`config.mk`:
```
export PLATFORM = sky130hd
export DESIGN_NAME = can_filter_config
export DESIGN_NICKNAME = d
export VERILOG_FILES = /design/src/can_filter_pkg.sv /design/src/can_filter_config.sv
export SDC_FILE = /design/constraint.sdc
export NUM_CORES = 1
export LEC_CHECK = 0
export BUFFER_PORTS_ARGS = -buffer_cell sky130_fd_sc_hd__buf_4
export CAP_MARGIN = 15
export CELL_PAD_IN_SITES_DETAIL_PLACEMENT = 0
export CELL_PAD_IN_SITES_GLOBAL_PLACEMENT = 2
export CORE_UTILIZATION = 39
export DETAILED_ROUTE_END_ITERATION = 16
export PLACE_DENSITY = 0.82
export SLEW_MARGIN = 20
export SYNTH_ARGS = -nofsm -noshare
export SYNTH_HDL_FRONTEND = slang
export SYNTH_SLANG_ARGS = --single-unit
```
`constraint.sdc`:
```
create_clock -name CLK_I -period 12.93 [get_ports CLK_I]
set_clock_uncertainty 0.2 [all_clocks]
set_input_delay 2.586 -clock CLK_I [delete_from_list [all_inputs] [get_ports CLK_I]]
set_output_delay 2.586 -clock CLK_I [all_outputs]
set_load 0.02 [all_outputs]
```
`src/can_filter_pkg.sv`:
```
// Constants for the CAN acceptance filter configuration block.
// Assumes a 32-bit AXI4-Lite register bus and a same-clock frame source.
package can_filter_pkg;
   localparam int unsigned ADDR_W       = 8;
   localparam logic [7:0]  OFF_CONTROL  = 8'h00;
   localparam logic [7:0]  OFF_MASK0    = 8'h10;
   localparam logic [7:0]  OFF_FLTCON0  = 8'h20;
   localparam logic [7:0]  OFF_FLTID0   = 8'h30;
   localparam logic [7:0]  OFF_STATUS   = 8'h40;
   localparam int unsigned NUM_MASKS    = 4;
   localparam int unsigned NUM_FILTERS  = 4;
   localparam logic [31:0] RESET_ZERO   = 32'h0000_0000;
   localparam logic [31:0] MASK_IMPL    = 32'hffeb_ffff;
   localparam logic [31:0] FLTID_IMPL   = 32'hffeb_ffff;
   localparam logic [31:0] CONTROL_IMPL = 32'h00e0_0000;
   localparam int unsigned OPMODE_LSB   = 21;
   localparam logic [2:0]  OPMODE_CONFIG = 3'h4;
   localparam int unsigned SID_LSB      = 21;
   localparam int unsigned IDTYPE_BIT   = 19;
   localparam int unsigned FLTEN_BIT    = 7;
   localparam int unsigned MSEL_LSB     = 5;
   localparam int unsigned FSEL_LSB     = 0;
   localparam logic [7:0]  FLT_CFG_BITS = 8'h7f;
   localparam logic [1:0]  RESP_OKAY    = 2'h0;
   localparam logic [1:0]  RESP_DECERR  = 2'h3;
endpackage

```
`src/can_filter_config.sv`:
```
// Acceptance mask and filter control registers with frame matching logic.
// Assumes an AXI4-Lite master on CLK_I and frames presented on the same clock.
`timescale 1ns/1ps
module can_filter_config
(
   input  wire logic        CLK_I,
   input  wire logic        RST_I,
   input  wire logic [7:0]  AWADDR_I,
   input  wire logic        AWVALID_I,
   output logic             AWREADY_O,
   input  wire logic [31:0] WDATA_I,
   input  wire logic [3:0]  WSTRB_I,
   input  wire logic        WVALID_I,
   output logic             WREADY_O,
   output logic [1:0]       BRESP_O,
   output logic             BVALID_O,
   input  wire logic        BREADY_I,
   input  wire logic [7:0]  ARADDR_I,
   input  wire logic        ARVALID_I,
   output logic             ARREADY_O,
   output logic [31:0]      RDATA_O,
   output logic [1:0]       RRESP_O,
   output logic             RVALID_O,
   input  wire logic        RREADY_I,
   input  wire logic        FRAME_VALID_I,
   input  wire logic [28:0] FRAME_ID_I,
   input  wire logic        FRAME_EXTENDED_I,
   output logic             ACCEPT_O,
   output logic [4:0]       ACCEPT_FIFO_O,
   output logic [1:0]       ACCEPT_FILTER_O
);

   typedef enum {REG_CONTROL, REG_MASK, REG_FLTCON, REG_FLTID, REG_STATUS, REG_NONE} reg_kind_t;

   logic [31:0] controller_control_register;
   logic [31:0] acceptance_mask [can_filter_pkg::NUM_MASKS];
   logic [31:0] filter_control_0;
   logic [31:0] filter_id [can_filter_pkg::NUM_FILTERS];
   logic [7:0]  aw_addr;
   logic [31:0] w_data;
   logic [3:0]  w_strb;
   logic        do_write;
   logic [7:0]  match_count;

   // Classifies an address; address bits 3:2 select the mask or filter and bits 1:0 must be zero.
   function automatic reg_kind_t decode(input logic [7:0] a);
      reg_kind_t k;
      k = REG_NONE;
      if (a == can_filter_pkg::OFF_CONTROL)
         k = REG_CONTROL;
      else if (a[7:4] == can_filter_pkg::OFF_MASK0[7:4] && a[1:0] == 2'h0)
         k = REG_MASK;
      else if (a == can_filter_pkg::OFF_FLTCON0)
         k = REG_FLTCON;
      else if (a[7:4] == can_filter_pkg::OFF_FLTID0[7:4] && a[1:0] == 2'h0)
         k = REG_FLTID;
      else if (a == can_filter_pkg::OFF_STATUS)
         k = REG_STATUS;
      return k;
   endfunction

   // Applies byte strobes and keeps unimplemented bits at zero.
   function automatic logic [31:0] merge(input logic [31:0] old, input logic [31:0] d,
                                         input logic [3:0] s, input logic [31:0] impl);
      logic [31:0] r;
      r = old;
      for (int b = 0; b < 4; b++)
      begin
         if (s[b])
            r[b*8 +: 8] = d[b*8 +: 8];
      end
      return r & impl;
   endfunction

   // Write address and data are taken independently and paired before the response.
   always_ff @(posedge CLK_I or posedge RST_I)
   begin
      if (RST_I)
      begin
         AWREADY_O <= 1'b1;
         aw_addr   <= 8'h00;
      end
      else if (AWVALID_I && AWREADY_O)
      begin
         AWREADY_O <= 1'b0;
         aw_addr   <= AWADDR_I;
      end
      else if (BVALID_O && BREADY_I)
         AWREADY_O <= 1'b1;
   end

   always_ff @(posedge CLK_I or posedge RST_I)
   begin
      if (RST_I)
      begin
         WREADY_O <= 1'b1;
         w_data   <= can_filter_pkg::RESET_ZERO;
         w_strb   <= 4'h0;
      end
      else if (WVALID_I && WREADY_O)
      begin
         WREADY_O <= 1'b0;
         w_data   <= WDATA_I;
         w_strb   <= WSTRB_I;
      end
      else if (BVALID_O && BREADY_I)
         WREADY_O <= 1'b1;
   end

   assign do_write = !AWREADY_O && !WREADY_O && !BVALID_O;

   always_ff @(posedge CLK_I or posedge RST_I)
   begin
      if (RST_I)
      begin
         BVALID_O <= 1'b0;
         BRESP_O  <= can_filter_pkg::RESP_OKAY;
      end
      else if (do_write)
      begin
         BVALID_O <= 1'b1;
         BRESP_O  <= (decode(aw_addr) == REG_NONE) ? can_filter_pkg::RESP_DECERR : can_filter_pkg::RESP_OKAY;
      end
      else if (BVALID_O && BREADY_I)
         BVALID_O <= 1'b0;
   end

   always_ff @(posedge CLK_I or posedge RST_I)
   begin
      if (RST_I)
         controller_control_register <= can_filter_pkg::RESET_ZERO;
      else if (do_write && decode(aw_addr) == REG_CONTROL)
         controller_control_register <= merge(controller_control_register, w_data, w_strb,
                                              can_filter_pkg::CONTROL_IMPL);
   end

   always_ff @(posedge CLK_I or posedge RST_I)
   begin
      if (RST_I)
      begin
         for (int m = 0; m < can_filter_pkg::NUM_MASKS; m++)
            acceptance_mask[m] <= can_filter_pkg::RESET_ZERO;
      end
      else if (do_write && decode(aw_addr) == REG_MASK
               && controller_control_register[can_filter_pkg::OPMODE_LSB +: 3] == can_filter_pkg::OPMODE_CONFIG)
         acceptance_mask[aw_addr[3:2]] <= merge(acceptance_mask[aw_addr[3:2]], w_data, w_strb,
                                                can_filter_pkg::MASK_IMPL);
   end

   always_ff @(posedge CLK_I or posedge RST_I)
   begin
      if (RST_I)
         filter_control_0 <= can_filter_pkg::RESET_ZERO;
      else if (do_write && decode(aw_addr) == REG_FLTCON)
      begin
         for (int f = 0; f < can_filter_pkg::NUM_FILTERS; f++)
         begin
            if (w_strb[f])
            begin
               filter_control_0[f*8 + can_filter_pkg::FLTEN_BIT] <= w_data[f*8 + can_filter_pkg::FLTEN_BIT];
               if (!filter_control_0[f*8 + can_filter_pkg::FLTEN_BIT])
                  filter_control_0[f*8 +: 7] <= w_data[f*8 +: 7] & can_filter_pkg::FLT_CFG_BITS[6:0];
            end
         end
      end
   end

   always_ff @(posedge CLK_I or posedge RST_I)
   begin
      if (RST_I)
      begin
         for (int f = 0; f < can_filter_pkg::NUM_FILTERS; f++)
            filter_id[f] <= can_filter_pkg::RESET_ZERO;
      end
      else if (do_write && decode(aw_addr) == REG_FLTID
               && !filter_control_0[aw_addr[3:2]*8 + can_filter_pkg::FLTEN_BIT])
         filter_id[aw_addr[3:2]] <= merge(filter_id[aw_addr[3:2]], w_data, w_strb, can_filter_pkg::FLTID_IMPL);
   end

   always_ff @(posedge CLK_I or posedge RST_I)
   begin
      if (RST_I)
      begin
         ARREADY_O <= 1'b1;
         RVALID_O  <= 1'b0;
         RDATA_O   <= can_filter_pkg::RESET_ZERO;
         RRESP_O   <= can_filter_pkg::RESP_OKAY;
      end
      else if (ARVALID_I && ARREADY_O)
      begin
         ARREADY_O <= 1'b0;
         RVALID_O  <= 1'b1;
         RRESP_O   <= can_filter_pkg::RESP_OKAY;
         case (decode(ARADDR_I))
            REG_CONTROL: RDATA_O <= controller_control_register;
            REG_MASK:    RDATA_O <= acceptance_mask[ARADDR_I[3:2]];
            REG_FLTCON:  RDATA_O <= filter_control_0;
            REG_FLTID:   RDATA_O <= filter_id[ARADDR_I[3:2]];
            REG_STATUS:  RDATA_O <= {16'h0000, match_count, ACCEPT_O, ACCEPT_FILTER_O, ACCEPT_FIFO_O};
            default:
            begin
               RDATA_O <= can_filter_pkg::RESET_ZERO;
               RRESP_O <= can_filter_pkg::RESP_DECERR;
            end
         endcase
      end
      else if (RVALID_O && RREADY_I)
      begin
         RVALID_O  <= 1'b0;
         ARREADY_O <= 1'b1;
      end
   end

   // Lowest-numbered matching filter wins when several match one frame.
   logic       next_accept;
   logic [4:0] next_fifo;
   logic [1:0] next_filter;

   always_comb
   begin
      logic [31:0] msk;
      logic [31:0] fid;
      logic [28:0] diff;
      logic [28:0] care;
      logic        hit;
      msk         = 32'h0000_0000;
      fid         = 32'h0000_0000;
      diff        = 29'h0000_0000;
      care        = 29'h0000_0000;
      hit         = 1'b0;
      next_accept = 1'b0;
      next_fifo   = 5'h00;
      next_filter = 2'h0;
      for (int f = can_filter_pkg::NUM_FILTERS - 1; f >= 0; f--)
      begin
         msk  = acceptance_mask[filter_control_0[f*8 + can_filter_pkg::MSEL_LSB +: 2]];
         fid  = filter_id[f];
         diff = FRAME_ID_I ^ {fid[can_filter_pkg::SID_LSB +: 11], fid[17:0]};
         care = {msk[can_filter_pkg::SID_LSB +: 11], FRAME_EXTENDED_I ? msk[17:0] : 18'h00000};
         hit  = ((diff & care) == 29'h0000_0000);
         if (msk[can_filter_pkg::IDTYPE_BIT] && (FRAME_EXTENDED_I != fid[can_filter_pkg::IDTYPE_BIT]))
            hit = 1'b0;
         if (hit && filter_control_0[f*8 + can_filter_pkg::FLTEN_BIT])
         begin
            next_accept = 1'b1;
            next_fifo   = filter_control_0[f*8 + can_filter_pkg::FSEL_LSB +: 5];
            next_filter = 2'(f);
         end
      end
   end

   always_ff @(posedge CLK_I or posedge RST_I)
   begin
      if (RST_I)
      begin
         ACCEPT_O        <= 1'b0;
         ACCEPT_FIFO_O   <= 5'h00;
         ACCEPT_FILTER_O <= 2'h0;
      end
      else
      begin
         ACCEPT_O <= FRAME_VALID_I && next_accept;
         if (FRAME_VALID_I && next_accept)
         begin
            ACCEPT_FIFO_O   <= next_fifo;
            ACCEPT_FILTER_O <= next_filter;
         end
      end
   end

   always_ff @(posedge CLK_I or posedge RST_I)
   begin
      if (RST_I)
         match_count <= 8'h00;
      else if (FRAME_VALID_I && next_accept)
         match_count <= match_count + 8'h01;
   end

endmodule // can_filter_config

```
==> results.sh <==
export IMPL_status="completed"
export IMPL_clock_sinks=374
export IMPL_grt_pass1_wl_um=114000
export IMPL_htreeDepth=2
export IMPL_synth_top_area_share_pct=40.9
export IMPL_synth_distinct_cells=59
export IMPL_ys_warn_count=0
export IMPL_ys_flop_type="dfrtp_1"
export IMPL_ys_seq_area_share_pct=41.3
export IMPL_hold_violations=0
export IMPL_max_cap_violations=0
export IMPL_dieWidth_um=243
export IMPL_drcViolationCount=0
export IMPL_worstHoldPathType="reg -> reg"
export IMPL_finalCriticalPeriod_ps=5060
export IMPL_hold_buffers=0
export IMPL_grt_usage_pct=26.1
export IMPL_wl_met2_um=34700
export IMPL_ctsRootBufferMaster="clkbuf_16"
export IMPL_clkLatencyLatePin_ps=590
export IMPL_cp_end_kind="flip-flop"
export IMPL_grt_start_max_net_pins=174
export IMPL_slew_viol_final=0
export IMPL_setup_viol=0
export IMPL_r2r_slack_ps=8620
export IMPL_antenna_cells=0
export IMPL_instances_no_fill=2638
export IMPL_cts_tree="done"
export IMPL_p_per_area_nw_per_um2=147
export IMPL_met1_length_um=33500
export IMPL_post_cts_setup_buffers=0
export IMPL_grt_pass1_vias=16800
export IMPL_dp_cells=2559
export IMPL_synth_most_common_cell="dfrtp_1"
export IMPL_netlist_area_um2=22700
export IMPL_place_gp_congestion=0.888
export IMPL_slew_headroom_pct=22.2
export IMPL_post_cts_resized=0
export IMPL_drive_gt1_share_pct=38.1
export IMPL_p_leak_uw=0.0113
export IMPL_via_per_inst=6.31
export IMPL_required_ps=13210
export IMPL_ys_ff_latch=374
export IMPL_coreArea_um2=57600
export IMPL_initialDrtViolationCount=1908
export IMPL_synth_avg_cell_area_um2=12.9
export IMPL_synth_edf_count=0
export IMPL_synth_area_leaders="dfrtp_1, mux4_2, mux2_2"
export IMPL_post_dp_hpwl_um=49200
export IMPL_ant_nets=0
export IMPL_die_h_um=243
export IMPL_ctsLongestPathBuffers=3
export IMPL_path_clk_slew_ps=60
export IMPL_topRoutingLayerUsed="met4"
export IMPL_cp_max_fo=49
export IMPL_setup_tns_ps=0
export IMPL_io_buffers=138
export IMPL_met3_wirelength_um=6500
export IMPL_synth_cells=1753
export IMPL_synth_fp_nets=1844
export IMPL_rsz0062_at_grt="no"
export IMPL_startpoint_type="input pin"
export IMPL_path_class="in -> reg"
export IMPL_cp_arrival_ps=5340
export IMPL_cts_buffers=45
export IMPL_synth_top_cell_by_area="dfrtp_1"
export IMPL_grt_overflow=0
export IMPL_tightestPinTransition_ps=1160
export IMPL_vias=16600
export IMPL_wire_per_inst_um=29.1
export IMPL_ioPinCount=139
export IMPL_async_flop_share_pct=100
export IMPL_initial_core_util_pct=39.4
export IMPL_synth_common_cells="dfrtp_1, mux2_2, mux4_2, nand2_1, o21ai_0"
export IMPL_fillCellCount=5173
export IMPL_fin_crit_sh_pct=39.1
export IMPL_dieArea_um2=59100
export IMPL_first_pass_iters=5
export IMPL_synthToLayoutAreaGrowth_pct=14.3
export IMPL_antenna_found_initial=0
export IMPL_routed_wl_um=76700
export IMPL_fp_row_count=88
export IMPL_fmax_mhz=198
export IMPL_ir_drop_mv=0.102
export IMPL_nNetsFinal=1932
[area by class of cell]
type	instances	area (um2)	share of cell area (%)
Clock inverter	12	131	0.507
Timing Repair Buffer	173	1310	5.06
Clock buffer	67	1330	5.13
Sequential cell	374	9380	36.2
Inverter	16	63.8	0.246
Multi-Input combinational cell	1231	12800	49.2
Tap cell	765	957	3.69
[flip-flops by register name, summed over array words and instances (netlist names), 2 cells and up]
| register | flops |
|---|---|
| acceptance_mask | 120 |
| filter_id | 120 |
| RDATA_O | 32 |
| filter_control_0 | 32 |
| w_data | 32 |
| aw_addr | 8 |
| match_count | 8 |
| ACCEPT_FIFO_O | 5 |
| w_strb | 4 |
| controller_control_register | 3 |
| ACCEPT_FILTER_O | 2 |
[per-stage QoR]
step	instance area, um2	total power (uW)	hold slack, ps	util [%]	worst slack [ps]
floorplan	22700	2180	241	-	5120
global placement	24500	2510	266	42.5	7270
detailed placement	24500	2540	280	42.5	7260
CTS	25900	3810	292	45.0	7880
global route	25900	3960	319	45.0	7770
finish	25900	3800	288	45.0	7870
[power breakdown]
part           switching, uW  internal, uW
sequential               261          1330
clock                    523           750
combinational            488           451
[path summary, 6_finish.rpt]
path | start | cells after the start | endpoint
max in group asynchronous | RST_I | 4 | filter_control_0[13]
hold reg to reg | RDATA_O[20] | 2 | RDATA_O[20]
min in group asynchronous | RST_I | 3 | w_strb[3]
setup reg to reg | filter_control_0[14] | 8 | match_count[1]
setup / recovery | ARADDR_I[2] | 6 | RDATA_O[23]
hold / removal | RDATA_O[20] | 2 | RDATA_O[20]
[cells in the final DEF (no fill, tap or decap), types with 4 or more instances in the layout]
cell type / count
dfrtp_1: 365
o21ai_0: 135
o221ai_1: 8
a22o_1: 35
a221oi_1: 6
nand3_1: 9
dfrtp_2: 4
mux2i_1: 66
nor3_1: 10
a311o_1: 5
a222oi_1: 8
mux2_2: 225
a22oi_1: 72
o32ai_1: 4
clkbuf_8: 10
mux4_2: 219
nand4_1: 13
clkbuf_16: 46
buf_4: 172
clkinv_2: 7
inv_1: 14
nor2_1: 19
a21oi_1: 10
clkbuf_1: 11
o22ai_1: 8
xor2_1: 127
nand2_1: 197
mux4_1: 6
[cells by family after synthesis]
family,Yosys count,synth area share [%]
xor+xnor,128,4.94
flops,374,41.3
compound gates,312,9.35
buf+inv,148,2.77
simple gates,274,5.09
mux,516,36.5
fa+ha+maj,1,0.0551
[critical path: stages]
cell and delay, ps:
buf_4 510, buf_4 840, mux4_2 600, a22o_1 240, a221o_1 250, a22o_1 190
[routing by layer]
metal	vias to the layer above	GRT usage (%)
li1	6971	-
met1	8731	37.7
met2	815	39.1
met3	126	5.93
met4	0	7.90
met5	-	0
(Power assumes the default switching activity.)
